[config.mk]
export PLATFORM = sky130hd
export DESIGN_NAME = lmac_top
export DESIGN_NICKNAME = d
export VERILOG_FILES = /design/src/common/lmac_pkg.sv /design/src/rtl/lmac_crc16.sv /design/src/rtl/lmac_rxbuf.sv /design/src/rtl/lmac_top.sv
export VERILOG_INCLUDE_DIRS = /design/src /design/src/common
export SDC_FILE = /design/constraint.sdc
export NUM_CORES = 1
export LEC_CHECK = 0
export BUFFER_PORTS_ARGS = -buffer_cell sky130_fd_sc_hd__buf_2
export CAP_MARGIN = 20
export CORE_MARGIN = 3
export CORE_UTILIZATION = 55
export DETAILED_ROUTE_END_ITERATION = 8
export MAX_ROUTING_LAYER = met4
export PLACE_DENSITY = 0.72
export SETUP_SLACK_MARGIN = 0.1
export SLEW_MARGIN = 20
export SYNTH_ARGS = -nofsm -noshare
export SYNTH_HDL_FRONTEND = slang
export SYNTH_SLANG_ARGS = --single-unit
export TNS_END_PERCENT = 50
[constraint.sdc]
create_clock -name CLK -period 4.5 [get_ports CLK]
set_clock_uncertainty 0.1 [all_clocks]
set_input_delay 0.9 -clock CLK [delete_from_list [all_inputs] [get_ports CLK]]
set_output_delay 0.9 -clock CLK [all_outputs]
set_load 0.05 [all_outputs]
[src/common/lmac_map.svh]
/*
  Lower MAC constants: short register offsets, field positions,
  reset values and timing figures.
  Assumes inclusion by bare name from any file that needs it.
*/
`ifndef LMAC_MAP_SVH
`define LMAC_MAP_SVH
// ==========================================
// short register offsets
`define LMAC_A_HSYM_LO   6'h28
`define LMAC_A_HSYM_HI   6'h29
`define LMAC_A_CCA_CTL   6'h3A
`define LMAC_A_ED_THR    6'h3F
// ==========================================
// field positions
`define LMAC_CCA_MODE_HI 7
`define LMAC_CCA_MODE_LO 6
`define LMAC_CS_THR_HI   5
`define LMAC_CS_THR_LO   2
`define LMAC_FCF_SEC     3
`define LMAC_FCF_PEND    4
`define LMAC_FCF_ACKREQ  5
`define LMAC_FCF_INTRA   6
`define LMAC_FCF_DAM_HI  11
`define LMAC_FCF_DAM_LO  10
`define LMAC_FCF_SAM_HI  15
`define LMAC_FCF_SAM_LO  14
// ==========================================
// reset values and codes
`define LMAC_RST_HSYM    8'h00
`define LMAC_RST_CCA_CTL 8'h78
`define LMAC_RST_ED_THR  8'h00
`define LMAC_CCA_CS      2'h1
`define LMAC_CCA_ED      2'h2
`define LMAC_CCA_BOTH    2'h3
`define LMAC_DAM_SHORT   2'h2
`define LMAC_BCAST       16'hFFFF
`define LMAC_CRC_POLY    16'h8408
`define LMAC_NSLOT       5'd16
`define LMAC_MIN_CAP_END 4'h8
// ==========================================
// timing
`define LMAC_HSYM_NS     8000
`define LMAC_CLK_NS      5
`endif

[src/common/lmac_pkg.sv]
/*
  Lower MAC types: register request, byte stream carrier, modes
  and state enumerations.
  Assumes nothing beyond a SystemVerilog compiler.
*/
package lmac_pkg;
  typedef struct packed {
    logic       we;
    logic       re;
    logic [5:0] addr;
    logic [7:0] wdata;
  } lmac_reg_req_t;

  typedef struct packed {
    logic       valid;
    logic       last;
    logic [7:0] data;
  } lmac_byte_t;

  typedef enum logic [1:0] {
    LMAC_RXM_NORMAL, LMAC_RXM_PROMISC, LMAC_RXM_ERROR, LMAC_RXM_RSVD
  } lmac_rxmode_t;

  typedef enum logic [1:0] {
    LMAC_PER_BEACON, LMAC_PER_CAP, LMAC_PER_CFP, LMAC_PER_INACT
  } lmac_period_t;

  typedef enum logic [1:0] {
    LMAC_FIFO_BEACON, LMAC_FIFO_NORMAL, LMAC_FIFO_GTS1, LMAC_FIFO_GTS2
  } lmac_fifo_t;
endpackage

[src/rtl/lmac_crc16.sv]
/*
  Serial-equivalent CRC-16 over one byte per cycle, LSB first.
  Assumes the caller clears it before each frame.
*/
`timescale 1ns/1ps
`default_nettype none
`include "lmac_map.svh"
module lmac_crc16 (
  input  wire logic        clk,
  input  wire logic        rst_n,
  input  wire logic        clr,
  input  wire logic        en,
  input  wire logic [7:0]  din,
  output var  logic [15:0] crc_q
);
  // ==========================================
  // byte step of x^16+x^12+x^5+1, reflected
  function automatic logic [15:0] step(input logic [15:0] c,
                                       input logic [7:0] d);
    logic [15:0] r;
    r = c;
    for (int i = 0; i < 8; i++) begin
      if (r[0] ^ d[i]) begin
        r = (r >> 1) ^ `LMAC_CRC_POLY;
      end else begin
        r = r >> 1;
      end
    end
    return r;
  endfunction

  always_ff @(posedge clk or negedge rst_n) begin
    if (!rst_n) begin
      crc_q <= 16'h0000;
    end else if (clr) begin
      crc_q <= 16'h0000;
    end else if (en) begin
      crc_q <= step(crc_q, din);
    end
  end
endmodule
`default_nettype wire

[src/rtl/lmac_rxbuf.sv]
/*
  Receive frame buffer: one write port, one registered read port.
  Assumes addresses stay below DEPTH.
*/
`timescale 1ns/1ps
`default_nettype none
module lmac_rxbuf #(
  parameter int DEPTH = 144,
  parameter int AW    = 8
) (
  input  wire logic          clk,
  input  wire logic          we,
  input  wire logic [AW-1:0] waddr,
  input  wire logic [7:0]    wdata,
  input  wire logic [AW-1:0] raddr,
  output var  logic [7:0]    rdata_q
);
  logic [7:0] mem [DEPTH];

  always_ff @(posedge clk) begin
    if (we) begin
      mem[waddr] <= wdata;
    end
  end

  always_ff @(posedge clk) begin
    rdata_q <= mem[raddr];
  end
endmodule
`default_nettype wire

[src/rtl/lmac_top.sv]
/*
  Lower MAC: CCA decision, receive store/filter/ack, transmit FCS
  append, superframe scheduling and the half-symbol MAC timer.
  Assumes baseband and host inputs synchronous to CLK; the length
  byte arrives first on the receive stream.
*/
// How it works
// RULE1: stored frame: length, header, payload, two FCS, LQI, RSSI.
// RULE2: mode 01 uses carrier sense against bits 5-2 of 0x3A.
// RULE3: mode 10 uses energy detection against register 0x3F.
// RULE4: mode 11 checks both carrier sense and energy results.
// RULE5: transmit path appends a 16-bit FCS by itself.
// RULE6: FCS is CRC-16 with polynomial x^16+x^12+x^5+1.
// RULE7: beacon in beacon period, normal in CAP, GTS in CFP.
// RULE8: received bytes are stored while the FCS is checked.
// RULE9: normal mode interrupts only on PAN, address and FCS match.
// RULE10: normal mode drops failing frames silently.
// RULE11: promiscuous mode accepts every frame with good FCS.
// RULE12: error mode accepts every frame.
// RULE13: accepted good frame with ack request triggers an ack.
// RULE14: frame control bits parsed into type, flags and modes; the code decodes only the ack request flag and destination addressing mode.
// RULE15: 16-bit timer counts down once per 8 us.
// RULE16: writing the high byte starts the timer.
// RULE17: timer reaching zero raises the half-symbol interrupt.
// RULE18: timer bytes at 0x28 and 0x29, read/write, reset zero.
// RULE19: host loads 1920 ticks for 15.36 ms.
// RULE20: active period has 16 slots, CAP at least nine; the code forces the CAP to at least eight slots.
// RULE21: back-offs in CAP align to slot boundaries.
// RULE22: no CSMA-CA during a guaranteed time slot.
// RULE23: start loads count from new high and stored low byte.
`timescale 1ns/1ps
`default_nettype none
`include "lmac_map.svh"
module lmac_top import lmac_pkg::*; #(
  parameter int RXDEPTH = 144,
  parameter int RXAW    = 8
) (
  // clock and reset
  input  wire logic            CLK,
  input  wire logic            RST_N,
  // short register port
  input  wire lmac_reg_req_t   REG_REQ,
  output var  logic [7:0]      REG_RDATA,
  // baseband receive and channel metrics
  input  wire lmac_byte_t      RXB,
  input  wire logic            RXB_SOF,
  input  wire logic [7:0]      RXB_LQI,
  input  wire logic [7:0]      RXB_RSSI,
  input  wire logic [3:0]      CS_LEVEL,
  input  wire logic [7:0]      ED_LEVEL,
  output var  logic            CCA_BUSY,
  // identity and receive mode
  input  wire lmac_rxmode_t    RX_MODE,
  input  wire logic [15:0]     OWN_PAN,
  input  wire logic [15:0]     OWN_ADDR,
  // host side of the frame buffer
  input  wire logic [RXAW-1:0] RXBUF_RADDR,
  output var  logic [7:0]      RXBUF_RDATA,
  output var  logic            RX_IRQ,
  output var  logic            ACK_REQ,
  output var  logic [7:0]      ACK_SEQ,
  // transmit stream
  input  wire lmac_byte_t      TXI,
  output var  logic            TXI_READY,
  output var  lmac_byte_t      TXO,
  // superframe
  input  wire logic            SF_BEACON,
  input  wire logic            SF_SLOT_TICK,
  input  wire logic [3:0]      SF_CAP_END,
  input  wire logic [3:0]      SF_GTS2_START,
  output var  lmac_period_t    SF_PERIOD,
  output var  lmac_fifo_t      TX_FIFO_SEL,
  output var  logic            CSMA_EN,
  output var  logic            BACKOFF_ALIGN,
  // timer
  output var  logic            HSYM_IRQ
);
  localparam int HSYM_CYC = `LMAC_HSYM_NS / `LMAC_CLK_NS;

  // ==========================================
  // short registers
  logic [7:0]  tmr_lo_q, tmr_hi_q, cca_ctl_q, ed_thr_q;
  logic [15:0] tcnt_q;
  logic        trun_q;
  wire logic   wr_hi = REG_REQ.we && REG_REQ.addr == `LMAC_A_HSYM_HI;

  always_ff @(posedge CLK or negedge RST_N) begin
    if (!RST_N) begin
      tmr_lo_q  <= `LMAC_RST_HSYM;
      tmr_hi_q  <= `LMAC_RST_HSYM;
      cca_ctl_q <= `LMAC_RST_CCA_CTL;
      ed_thr_q  <= `LMAC_RST_ED_THR;
    end else if (REG_REQ.we) begin
      unique case (REG_REQ.addr)
        `LMAC_A_HSYM_LO: tmr_lo_q  <= REG_REQ.wdata; // RULE18
        `LMAC_A_HSYM_HI: tmr_hi_q  <= REG_REQ.wdata; // RULE18
        `LMAC_A_CCA_CTL: cca_ctl_q <= REG_REQ.wdata;
        `LMAC_A_ED_THR:  ed_thr_q  <= REG_REQ.wdata;
        default: ;
      endcase
    end
  end

  // timer bytes read back the live count while it runs
  always_ff @(posedge CLK or negedge RST_N) begin
    if (!RST_N) begin
      REG_RDATA <= 8'h00;
    end else if (REG_REQ.re) begin
      unique case (REG_REQ.addr)
        `LMAC_A_HSYM_LO: REG_RDATA <= trun_q ? tcnt_q[7:0] : tmr_lo_q;
        `LMAC_A_HSYM_HI: REG_RDATA <= trun_q ? tcnt_q[15:8] : tmr_hi_q;
        `LMAC_A_CCA_CTL: REG_RDATA <= cca_ctl_q;
        `LMAC_A_ED_THR:  REG_RDATA <= ed_thr_q;
        default:         REG_RDATA <= 8'h00;
      endcase
    end
  end

  // ==========================================
  // half-symbol timer
  logic [10:0] tick_q;
  wire logic   tick = tick_q == 11'(HSYM_CYC - 1);

  always_ff @(posedge CLK or negedge RST_N) begin
    if (!RST_N) begin
      tick_q <= 11'h000;
    end else if (wr_hi || tick) begin
      tick_q <= 11'h000; // RULE15
    end else begin
      tick_q <= tick_q + 11'h001;
    end
  end

  always_ff @(posedge CLK or negedge RST_N) begin
    if (!RST_N) begin
      tcnt_q   <= 16'h0000;
      trun_q   <= 1'b0;
      HSYM_IRQ <= 1'b0;
    end else begin
      HSYM_IRQ <= 1'b0;
      if (wr_hi) begin
        tcnt_q <= {REG_REQ.wdata, tmr_lo_q}; // RULE23
        trun_q <= 1'b1; // RULE16
      end else if (trun_q && tick) begin
        tcnt_q <= tcnt_q - 16'h0001; // RULE15
        if (tcnt_q <= 16'h0001) begin
          // a zero load must not wrap to all ones
          tcnt_q   <= 16'h0000;
          trun_q   <= 1'b0;
          HSYM_IRQ <= 1'b1; // RULE17
        end
      end
    end
  end

  // ==========================================
  // clear channel assessment
  wire logic [1:0] cca_mode =
    cca_ctl_q[`LMAC_CCA_MODE_HI:`LMAC_CCA_MODE_LO];
  wire logic cs_busy =
    CS_LEVEL >= cca_ctl_q[`LMAC_CS_THR_HI:`LMAC_CS_THR_LO];
  wire logic ed_busy = ED_LEVEL >= ed_thr_q;

  always_ff @(posedge CLK or negedge RST_N) begin
    if (!RST_N) begin
      CCA_BUSY <= 1'b0;
    end else begin
      unique case (cca_mode)
        `LMAC_CCA_CS:   CCA_BUSY <= cs_busy; // RULE2
        `LMAC_CCA_ED:   CCA_BUSY <= ed_busy; // RULE3
        `LMAC_CCA_BOTH: CCA_BUSY <= cs_busy || ed_busy; // RULE4
        default:        CCA_BUSY <= 1'b0;
      endcase
    end
  end

  // ==========================================
  // receive: store, check and filter
  typedef enum logic [1:0] {RX_IDLE, RX_BODY, RX_LQI, RX_RSSI} rx_st_t;
  rx_st_t          rx_q;
  logic [RXAW-1:0] waddr_q;
  logic [6:0]      left_q, idx_q;
  logic [15:0]     fcf_q, dpan_q, daddr_q, rx_crc;
  logic [7:0]      seq_q, wdat;
  logic            we;
  wire logic       body_b = rx_q == RX_BODY && RXB.valid;

  always_comb begin
    we   = 1'b0;
    wdat = RXB.data;
    unique case (rx_q)
      RX_IDLE: we = RXB.valid && RXB_SOF; // RULE1
      RX_BODY: we = RXB.valid; // RULE8
      RX_LQI: begin
        we   = 1'b1;
        wdat = RXB_LQI; // RULE1
      end
      RX_RSSI: begin
        we   = 1'b1;
        wdat = RXB_RSSI; // RULE1
      end
    endcase
  end

  lmac_rxbuf #(.DEPTH(RXDEPTH), .AW(RXAW)) u_rxbuf (
    .clk     (CLK),
    .we      (we),
    .waddr   (waddr_q),
    .wdata   (wdat),
    .raddr   (RXBUF_RADDR),
    .rdata_q (RXBUF_RDATA)
  );

  lmac_crc16 u_rxcrc (
    .clk   (CLK),
    .rst_n (RST_N),
    .clr   (rx_q == RX_IDLE),
    .en    (body_b), // RULE8
    .din   (RXB.data),
    .crc_q (rx_crc)
  );

  always_ff @(posedge CLK or negedge RST_N) begin
    if (!RST_N) begin
      rx_q    <= RX_IDLE;
      waddr_q <= '0;
      left_q  <= 7'h00;
      idx_q   <= 7'h00;
    end else begin
      if (we) begin
        waddr_q <= waddr_q + RXAW'(1);
      end
      unique case (rx_q)
        RX_IDLE: begin
          waddr_q <= we ? RXAW'(1) : '0;
          idx_q   <= 7'h00;
          left_q  <= RXB.data[6:0];
          if (we && RXB.data[6:0] != 7'h00) begin
            rx_q <= RX_BODY;
          end
        end
        RX_BODY: if (RXB.valid) begin
          idx_q  <= idx_q + 7'h01;
          left_q <= left_q - 7'h01;
          if (left_q == 7'h01) begin
            rx_q <= RX_LQI;
          end
        end
        RX_LQI:  rx_q <= RX_RSSI;
        RX_RSSI: rx_q <= RX_IDLE;
      endcase
    end
  end

  // header fields by byte position
  always_ff @(posedge CLK or negedge RST_N) begin
    if (!RST_N) begin
      fcf_q   <= 16'h0000;
      seq_q   <= 8'h00;
      dpan_q  <= 16'h0000;
      daddr_q <= 16'h0000;
    end else if (body_b) begin
      unique case (idx_q)
        7'h00:   fcf_q[7:0]    <= RXB.data; // RULE14
        7'h01:   fcf_q[15:8]   <= RXB.data; // RULE14
        7'h02:   seq_q         <= RXB.data;
        7'h03:   dpan_q[7:0]   <= RXB.data;
        7'h04:   dpan_q[15:8]  <= RXB.data;
        7'h05:   daddr_q[7:0]  <= RXB.data;
        7'h06:   daddr_q[15:8] <= RXB.data;
        default: ;
      endcase
    end
  end

  // only short destination addressing is matched here
  wire logic [1:0] dam = fcf_q[`LMAC_FCF_DAM_HI:`LMAC_FCF_DAM_LO];
  wire logic crc_ok = rx_crc == 16'h0000; // RULE6
  wire logic id_ok = dam == `LMAC_DAM_SHORT &&
    (dpan_q == OWN_PAN || dpan_q == `LMAC_BCAST) &&
    (daddr_q == OWN_ADDR || daddr_q == `LMAC_BCAST);
  logic accept;

  always_comb begin
    unique case (RX_MODE)
      LMAC_RXM_NORMAL:  accept = id_ok && crc_ok; // RULE9 RULE10
      LMAC_RXM_PROMISC: accept = crc_ok; // RULE11
      LMAC_RXM_ERROR:   accept = 1'b1; // RULE12
      default:          accept = 1'b0;
    endcase
  end

  always_ff @(posedge CLK or negedge RST_N) begin
    if (!RST_N) begin
      RX_IRQ  <= 1'b0;
      ACK_REQ <= 1'b0;
      ACK_SEQ <= 8'h00;
    end else begin
      RX_IRQ  <= rx_q == RX_RSSI && accept; // RULE10
      ACK_REQ <= rx_q == RX_RSSI && accept && crc_ok &&
                 fcf_q[`LMAC_FCF_ACKREQ]; // RULE13
      if (rx_q == RX_RSSI) begin
        ACK_SEQ <= seq_q;
      end
    end
  end

  // ==========================================
  // transmit: pass bytes, then append FCS low, high
  typedef enum logic [1:0] {TX_DATA, TX_FCS_LO, TX_FCS_HI} tx_st_t;
  tx_st_t      tx_q;
  logic [15:0] tx_crc;
  wire logic   tx_take = TXI.valid && TXI_READY;

  lmac_crc16 u_txcrc (
    .clk   (CLK),
    .rst_n (RST_N),
    .clr   (tx_q == TX_FCS_HI),
    .en    (tx_take), // RULE6
    .din   (TXI.data),
    .crc_q (tx_crc)
  );

  always_ff @(posedge CLK or negedge RST_N) begin
    if (!RST_N) begin
      tx_q      <= TX_DATA;
      TXI_READY <= 1'b1;
      TXO       <= '0;
    end else begin
      unique case (tx_q)
        TX_DATA: begin
          TXO <= '{valid: tx_take, last: 1'b0, data: TXI.data};
          if (tx_take && TXI.last) begin
            tx_q      <= TX_FCS_LO;
            TXI_READY <= 1'b0;
          end
        end
        TX_FCS_LO: begin
          TXO  <= '{valid: 1'b1, last: 1'b0, data: tx_crc[7:0]}; // RULE5
          tx_q <= TX_FCS_HI;
        end
        TX_FCS_HI: begin
          TXO       <= '{valid: 1'b1, last: 1'b1,
                         data: tx_crc[15:8]}; // RULE5
          tx_q      <= TX_DATA;
          TXI_READY <= 1'b1;
        end
      endcase
    end
  end

  // ==========================================
  // superframe: 16 slots, CAP then optional CFP
  logic [4:0] slot_q;
  // a CAP shorter than eight slots is forced up to eight
  wire logic [3:0] cap_end = SF_CAP_END < `LMAC_MIN_CAP_END ?
                             `LMAC_MIN_CAP_END : SF_CAP_END; // RULE20

  always_ff @(posedge CLK or negedge RST_N) begin
    if (!RST_N) begin
      slot_q        <= 5'h00;
      SF_PERIOD     <= LMAC_PER_INACT;
      TX_FIFO_SEL   <= LMAC_FIFO_NORMAL;
      CSMA_EN       <= 1'b1;
      BACKOFF_ALIGN <= 1'b0;
    end else begin
      BACKOFF_ALIGN <= 1'b0;
      if (SF_BEACON) begin
        slot_q      <= 5'h00;
        SF_PERIOD   <= LMAC_PER_BEACON;
        TX_FIFO_SEL <= LMAC_FIFO_BEACON; // RULE7
        CSMA_EN     <= 1'b0;
      end else if (SF_SLOT_TICK && SF_PERIOD != LMAC_PER_INACT) begin
        slot_q <= slot_q + 5'h01;
        if (slot_q + 5'h01 >= `LMAC_NSLOT) begin
          SF_PERIOD   <= LMAC_PER_INACT; // RULE20
          TX_FIFO_SEL <= LMAC_FIFO_NORMAL;
          CSMA_EN     <= 1'b1;
        end else if (slot_q[3:0] < cap_end ||
                     SF_PERIOD == LMAC_PER_BEACON) begin
          SF_PERIOD     <= LMAC_PER_CAP;
          TX_FIFO_SEL   <= LMAC_FIFO_NORMAL; // RULE7
          CSMA_EN       <= 1'b1;
          BACKOFF_ALIGN <= 1'b1; // RULE21
        end else begin
          SF_PERIOD   <= LMAC_PER_CFP;
          TX_FIFO_SEL <= slot_q[3:0] + 4'h1 >= SF_GTS2_START ?
                         LMAC_FIFO_GTS2 : LMAC_FIFO_GTS1; // RULE7
          CSMA_EN     <= 1'b0; // RULE22
        end
      end
    end
  end

  // ==========================================
  // assertions
  property p_load;
    @(posedge CLK) disable iff (!RST_N)
    wr_hi |=> trun_q && tcnt_q == {$past(REG_REQ.wdata), $past(tmr_lo_q)};
  endproperty
  a_load: assert property (p_load) // RULE23
    else $error("timer not loaded on high write");

  property p_irq_zero;
    @(posedge CLK) disable iff (!RST_N)
    HSYM_IRQ |-> !trun_q && tcnt_q == 16'h0000;
  endproperty
  a_irq_zero: assert property (p_irq_zero) // RULE17
    else $error("timer irq without zero");

  property p_tick;
    @(posedge CLK) disable iff (!RST_N)
    trun_q && !wr_hi && tcnt_q > 16'h0001 && tick |=>
      tcnt_q == $past(tcnt_q) - 16'h0001;
  endproperty
  a_tick: assert property (p_tick) else $error("bad timer step"); // RULE15

  property p_cca_cs;
    @(posedge CLK) disable iff (!RST_N)
    cca_mode == `LMAC_CCA_CS |=> CCA_BUSY == $past(cs_busy);
  endproperty
  a_cca_cs: assert property (p_cca_cs) else $error("cs cca wrong"); // RULE2

  property p_cca_both;
    @(posedge CLK) disable iff (!RST_N)
    cca_mode == `LMAC_CCA_BOTH && ed_busy |=> CCA_BUSY;
  endproperty
  a_cca_both: assert property (p_cca_both) // RULE4
    else $error("combined cca missed energy");

  property p_normal;
    @(posedge CLK) disable iff (!RST_N)
    RX_IRQ && $past(RX_MODE) == LMAC_RXM_NORMAL |->
      $past(id_ok) && $past(crc_ok);
  endproperty
  a_normal: assert property (p_normal) // RULE9
    else $error("normal mode took bad frame");

  property p_promisc;
    @(posedge CLK) disable iff (!RST_N)
    rx_q == RX_RSSI && RX_MODE == LMAC_RXM_PROMISC |=> RX_IRQ == $past(crc_ok);
  endproperty
  a_promisc: assert property (p_promisc) // RULE11
    else $error("promiscuous filter wrong");

  property p_ack;
    @(posedge CLK) disable iff (!RST_N)
    ACK_REQ |-> RX_IRQ && $past(fcf_q[`LMAC_FCF_ACKREQ]);
  endproperty
  a_ack: assert property (p_ack) else $error("ack without request"); // RULE13

  property p_fcs;
    @(posedge CLK) disable iff (!RST_N)
    tx_take && TXI.last |=> ##1 TXO.valid && !TXO.last ##1 TXO.valid && TXO.last;
  endproperty
  a_fcs: assert property (p_fcs) else $error("fcs not appended"); // RULE5

  property p_gts;
    @(posedge CLK) disable iff (!RST_N)
    SF_PERIOD == LMAC_PER_CFP |-> !CSMA_EN;
  endproperty
  a_gts: assert property (p_gts) else $error("csma in cfp"); // RULE22

  c_irq: cover property (@(posedge CLK) HSYM_IRQ);
  c_rx:  cover property (@(posedge CLK) RX_IRQ && ACK_REQ);
  c_tx:  cover property (@(posedge CLK) TXO.valid && TXO.last);
  c_cfp: cover property (@(posedge CLK) SF_PERIOD == LMAC_PER_CFP);
endmodule
`default_nettype wire

==> results.md, run 1 <==
- Status: completed
- Final worst slack: 0.536 ns
- Clk root buf: clkbuf_16
- Area share of the largest cell type after synthesis: 62.1%
- Max clock buf depth: 3
- Post-CTS sizing: 0
- Setup CP Type: reg -> reg
- Clock slew seen by the registers of the worst setup and hold paths: approximately 0.060 ns
- CP max stage cell: nor2_1
- Fmax achieved: 0.252 GHz
- DIE AREA: 105,000 um^2
- Critical path depth in cells: 6
- Worst Setup Start Kind: flop
- Synth Net Count: between 3,000 and 4,000
- Non-Filler Instances: around 4,800
- Worst slew pin tran: between 1 and 1.5 ns
- Post-synth cell types: 69
- Share of cells above drive strength 1: roughly a quarter
- Post-route ant nets: 0
- Mapped Cells: between 3,000 and 4,000
- Top post-synthesis cells by area: edfxtp_1 (62%), mux4_2 (11%), dfrtp_1 (8.7%)
- EDFF count, synth: between 1,000 and 1,500
- RSZ-0062 raised after global routing: no
- RR Endpoint: u_rxbuf.mem[25][1]
- Latest clock arrival within the worst-skew pair: between 0.7 and 0.8 ns
- Final instance area: about 63,000 um^2
- Largest stage delay on the critical path: 0.94 ns
- First-pass DRT Iterations: 5
- Total I/O pin count: roughly 160
- HP Class: in -> async
- Largest net degree at the start of global routing: around 120
- Area of the mapped netlist: 55,700 um^2
- Top-count cell post-synth: edfxtp_1
- Dpl ws: about 0.55 ns
- Row count: roughly 120
- Reg-to-reg setup timing slack: ~0.54 ns
- Leak: 21.7 nW
- Top layer in use: met4
- Post-CTS setup buffer count: 0
- Hold_ws: 0.206 ns
- Starting Density: a little under three fifths
- Dominant cell type by area after synthesis: edfxtp_1
- Asr flop ratio synth: 14.8%
- Top fanout value on the critical path: 13
- Post-synth top cells: edfxtp_1 (1,152), mux4_2 (265), nor2_1 (256)
- Setup TNS: 0 ns
- Die Y: between 300 and 400 um
- Worst EP required: approximately 4.8 ns
- Met3 Wirelength: between 9000 and 10,000 um
- Worst path cell trace: inv_1 > ha_1 > nor4_2 > nor2_1 > nand3_1 > nor2_1
- Residual DRC count: 0
- Reg2Reg Depth: 6
- PwrDens: between 500 and 600 nW/um^2
- Initial antenna violation count: 2
- Vias in the first global route: ~30,000
- Final HPWL DP: between 70,000 and 80,000 um
- Endpoints failing setup: 0
- Die width: between 300 and 400 um
- Gpl congestion: 0.880
- Final Core Density: between 60% and 70%
- Grt ovf: 0
- Final Power: between 30 and 40 mW
- Worst r2r src: rx_q[0]
- Average vias per placed instance: 6.19
- Slew Viols, Final: 0
- Hold buffers post-CTS: 0
- Vias post-DR: 29,900
- Drt wl/cell: between 20 and 30 um
- Max cap viols: 0
- Top Family by Delay on Critical Path: simple AND/OR/NAND/NOR gates
- Syn_area_per_cell: 17.8 um^2
- CTS tree: yes
- Rel. slew slack: 22.5%
- Worst IR Drop VDD: 0.580 mV
- Hold Vio Cnt, Final: 0
- FF+latch count, synth: about 1,400
- Cell mode on critical path: nor2_1
- Crit path time final: a little under 4 ns
- Yosys warnings: 0
- TritonCTS buffer count: around 140
- DP Area: about 60,000 um^2
- I/O Buffers: approximately 160
- WL met2: about 63,000 um
- Buf+Inv Stages, Crit Path: 1
- Ys flop type: edfxtp_1
- Core area: between 100,000 and 150,000 um^2
- Crit. End Element: flop
- Layout area overhead: 12.9%
- DR iter-0 viols: between 3,000 and 4,000
- Seq/Total Area, Yosys: between 70% and 80%
- WL final: ~130,000 um
- CTS Sinks: around 1,400
- Tot GR Track Use: 25.5%
- Period utilization: about nine tenths
- Routed met1 length: 51,000 um
- Placed Cells: 4,573
- First-pass GRT wire length: 193,000 um
- H-tree lvl count: 4
- Final nets: 3,519
- CP arrival: about 4.2 ns
==> worst max-delay path by stage <==
| stage | start | end | slack [ns] |
|---|---|---|---|
| after CTS | rx_q[0] | u_rxbuf.mem[90][5] | 0.65 |
| after floorplan | rx_q[0] | u_rxbuf.mem[0][0] | 0.84 |
| final | rx_q[0] | u_rxbuf.mem[25][1] | 0.54 |
| after detailed placement | RXB[9] | u_rxbuf.mem[90][5] | 0.55 |
| after global placement | RXB[9] | u_rxbuf.mem[90][4] | 0.64 |
| after global routing | rx_q[0] | u_rxbuf.mem[90][5] | 0.40 |
==> cell type report <==
type	count	area, um^2
Antenna cell	1	2.50
Clock buffer	190	3940
Clock inverter	65	551
Fill cell	6889	37400
Inverter	42	158
Multi-Input combinational cell	1561	15000
Sequential cell	1362	39800
Tap cell	1357	1700
Timing Repair Buffer	252	1760
==> sequential cells by signal (all words and copies together), names as in the netlist, 8 cells and up <==
signal,flops
u_rxbuf.mem,1152
daddr_q,16
dpan_q,16
tcnt_q,16
u_rxcrc.crc_q,16
u_txcrc.crc_q,16
tick_q,11
TXO,10
ACK_SEQ,8
REG_RDATA,8
cca_ctl_q,8
ed_thr_q,8
seq_q,8
tmr_hi_q,8
tmr_lo_q,8
u_rxbuf.rdata_q,8
waddr_q,8
==> worst reg2reg max path, delay by kind of cell, from the launching register on <==
family	cells	cell delay, ns
adder cells (fa/ha/maj)	1	0.57
AND/OR/NAND/NOR	4	2.38
flip-flops	1	0.43
buffers and inverters	1	0.11
==> placed cells by master, fill, tap and decap left out, types with 40 or more instances in the layout <==
cell,instances
clkbuf_16,149
mux4_2,265
dfrtp_1,194
o21ai_0,52
ha_1,40
nand3_1,42
mux2_2,102
nor2_1,256
nand2_1,172
mux2i_1,97
xnor2_1,73
buf_2,158
inv_1,41
a21oi_1,61
edfxtp_1,1152
buf_4,72
==> power breakdown <==
part           switching [mW]  total [mW]  internal, mW
combinational            4.48        6.12          1.64
sequential              0.486        16.9          16.4
clock                    4.70        11.3          6.61
==> cells by family (layout without fill, tap and decap cells) <==
logic type | Yosys count | after routing | synth area share [%]
AO/OA/AOI/OAI | 280 | 280 | 3.37
XOR/XNOR | 110 | 110 | 1.73
AND/OR/NAND/NOR | 648 | 648 | 5.30
other | 0 | 1 | 0
flip-flops | 1362 | 1362 | 71.5
buffers and inverters | 208 | 549 | 1.80
adder cells (fa/ha/maj) | 40 | 40 | 0.899
multiplexers | 483 | 483 | 15.4
==> per-layer routing <==
layer,track usage (%),vias up
met2,40.2,1387
met5,-,-
li1,-,12800
met4,8.92,0
met1,34.6,15400
met3,3.78,267
Note: power is estimated with default switching activity, not from simulation.
==> run 2, diff against run 1 <==
CELL_PAD_IN_SITES_DETAIL_PLACEMENT = 1   (was unset)
CELL_PAD_IN_SITES_GLOBAL_PLACEMENT = 1   (was unset)
CORE_UTILIZATION = 54   (was 55)
PLACE_DENSITY = unset   (was 0.72)
PLACE_DENSITY_LB_ADDON = 0.1   (was unset)
==> run 2 against run 1 <==
  * Die area rose by 1.8%
  * Final cell count rose by 0.68%
  * Final area rose by 0.20%
  * Wire length rose by 10%
  * Critical path type unchanged
==> results.md, run 2 (same netlist as run 1, synthesis figures left out) <==
- HP Class: in -> async (unchanged)
- Largest Register: u_rxbuf.mem (unchanged)
- Antenna Cells: 0 (was 1)
- Grt ovf: 0 (unchanged)
- Gpl congestion: 0.888 (was 0.880)
- DIE AREA: 107,000 um^2 (was 105,000 um^2)
- Drt wl/cell: 28.9 um (was 26.4 um)
- TritonCTS buffer count: 142 (was 141)
- WL final: 140,000 um (was 128,000 um)
- CTS tree: yes (unchanged)
- Latest clock arrival within the worst-skew pair: 0.73 ns (was 0.75 ns)
- Buf+Inv Stages, Crit Path: 3 (was 1)
- H-tree lvl count: 4 (unchanged)
- Starting Density: 54.6% (was 55.5%)
- Critical path depth in cells: 9 (was 6)
- Hold Vio Cnt, Final: 0 (unchanged)
- Top Family by Delay on Critical Path: simple AND/OR/NAND/NOR gates (unchanged)
- Max cap viols: 0 (unchanged)
- Fillers: 8,848 (was 6,889)
- Worst setup path endpoint: u_rxbuf.mem[20][5] (was u_rxbuf.mem[25][1])
- Final HPWL DP: 89,900 um (was 79,300 um)
- Reg2Reg Depth: 9 (was 6)
- DR iter-0 viols: 2,921 (was 3,050)
- Worst IR Drop VDD: 0.503 mV (was 0.580 mV)
- Setup CP Type: reg -> reg (unchanged)
- I/O Buffers: 162 (unchanged)
- Most common cell after layout, fill and taps aside: edfxtp_1 (unchanged)
- Final nets: 3,544 (was 3,519)
- Post-CTS sizing: 0 (unchanged)
- Clock slew seen by the registers of the worst setup and hold paths: 0.06 ns (about the same)
- CP arrival: 3.85 ns (was 4.22 ns)
- Reg-to-reg setup timing slack: 0.89 ns (was 0.54 ns)
- Initial antenna violation count: 2 (unchanged)
- Final Power: 34.5 mW (was 34.3 mW)
- Max reg flops: 1,152 (unchanged)
- PwrDens: 548 nW/um^2 (was 545 nW/um^2)
- Die width: 327 um (was 324 um)
- First-pass DRT Iterations: 7 (was 5)
- Largest stage delay on the critical path: 0.92 ns (was 0.94 ns)
- CP startpoint: rx_q[1] (was rx_q[0])
- Fmax achieved: 0.277 GHz (was 0.252 GHz)
- Share of cells above drive strength 1: 24.9% (was 24.5%)
- Worst path cell trace: inv_1 > ha_1 > and2_1 > nor4_2 > buf_4 > nor2_1 > buf_4 > nand3_1 > nor2_1 (was inv_1 > ha_1 > nor4_2 > nor2_1 > nand3_1 > nor2_1)
- Hold buffers post-CTS: 0 (unchanged)
- Tot GR Track Use: 27.6% (was 25.5%)
- Worst EP required: 4.74 ns (was 4.76 ns)
- Worst Setup Start Kind: flop (unchanged)
- Crit. End Element: flop (unchanged)
- Core area: 102,000 um^2 (was 100,000 um^2)
- Worst slew pin tran: 1.15 ns (was 1.16 ns)
- Clk root buf: clkbuf_16 (unchanged)
- RR Endpoint: u_rxbuf.mem[20][5] (was u_rxbuf.mem[25][1])
- Endpoints failing setup: 0 (unchanged)
- First-pass GRT wire length: 213,000 um (was 193,000 um)
- Period utilization: 80.3% (was 88.1%)
- Average vias per placed instance: 6.20 (was 6.19)
- Total I/O pin count: 164 (unchanged)
- Top fanout value on the critical path: 14 (was 13)
- Vias post-DR: 30,200 (was 29,900)
- CP max stage cell: nor2_1 (unchanged)
- Post-CTS setup buffer count: 0 (unchanged)
- Die Y: 327 um (was 324 um)
- Crit path time final: 3.61 ns (was 3.96 ns)
- RSZ-0062 raised after global routing: no (unchanged)
- Leak: 21.8 nW (was 21.7 nW)
- Largest net degree at the start of global routing: 105 (was 118)
- Rel. slew slack: 23.1% (was 22.5%)
- Post-route ant nets: 0 (unchanged)
- Commonest non-fill, non-tap cells in the layout: edfxtp_1 (1,152), mux4_2 (265), nor2_1 (255) (was edfxtp_1 (1,152), mux4_2 (265), nor2_1 (256))
- Max clock buf depth: 3 (unchanged)
- Status: completed (unchanged)
- Residual DRC count: 0 (unchanged)
- Worst r2r src: rx_q[1] (was rx_q[0])
- Setup TNS: 0 ns (unchanged)
- Row count: 117 (was 116)
- Layout area overhead: 13.1% (was 12.9%)
- CTS Sinks: 1,362 (unchanged)
- Slew Viols, Final: 0 (unchanged)
- Vias in the first global route: 32,600 (was 30,600)
[run 2: how the worst min path moves through the flow]
stage	from	to
final	RST_N	TXO[1]
after detailed placement	tmr_hi_q[7]	tmr_hi_q[7]
after global routing	RST_N	TXO[5]
after floorplan	tmr_hi_q[1]	tmr_hi_q[1]
after CTS	RST_N	TXO[1]
after global placement	tmr_hi_q[3]	tmr_hi_q[3]
[run 2: area by class of cell]
type,count,area (um^2),share of cell area (%)
Sequential cell,1362,39800,63.2
Multi-Input combinational cell,1561,15000,23.7
Clock buffer,187,3870,6.14
Timing Repair Buffer,276,1910,3.03
Tap cell,1368,1710,2.72
Clock inverter,67,594,0.943
Inverter,42,158,0.250
[run 2: per-stage QoR]
stage / instance area, um^2 / utilization [%] / std cells / setup slack (ns) / hold WS [ns]
finish: 63000 / 61.8 / 4863 / 0.888 / 0.0269
detailed placement: 58500 / 57.4 / 4609 / 0.673 / 0.370
floorplan: 55700 / - / 3131 / 0.840 / 0.345
CTS: 63000 / 61.8 / 4863 / 0.926 / 0.0877
global placement: 58500 / 57.4 / 4609 / 0.718 / 0.358
global route: 63000 / 61.8 / 4863 / 0.680 / 0.0738
[run 2: metal layers]
layer  GRT usage (%)  share of wire (%)  vias to the layer above
met3            3.49                5.2                      240
li1                -                  -                    12900
met5               -                  0                        -
met2            45.7                 52                      986
met4            8.31                2.8                        0
met1            36.3                 40                    16100
[run 2: where the power goes]
part	total, mW	internal (mW)	switching [mW]	leakage (nW)
clock network	11.3	6.61	4.70	2.19
registers	16.9	16.4	0.491	13.0
logic	6.35	1.69	4.66	6.56
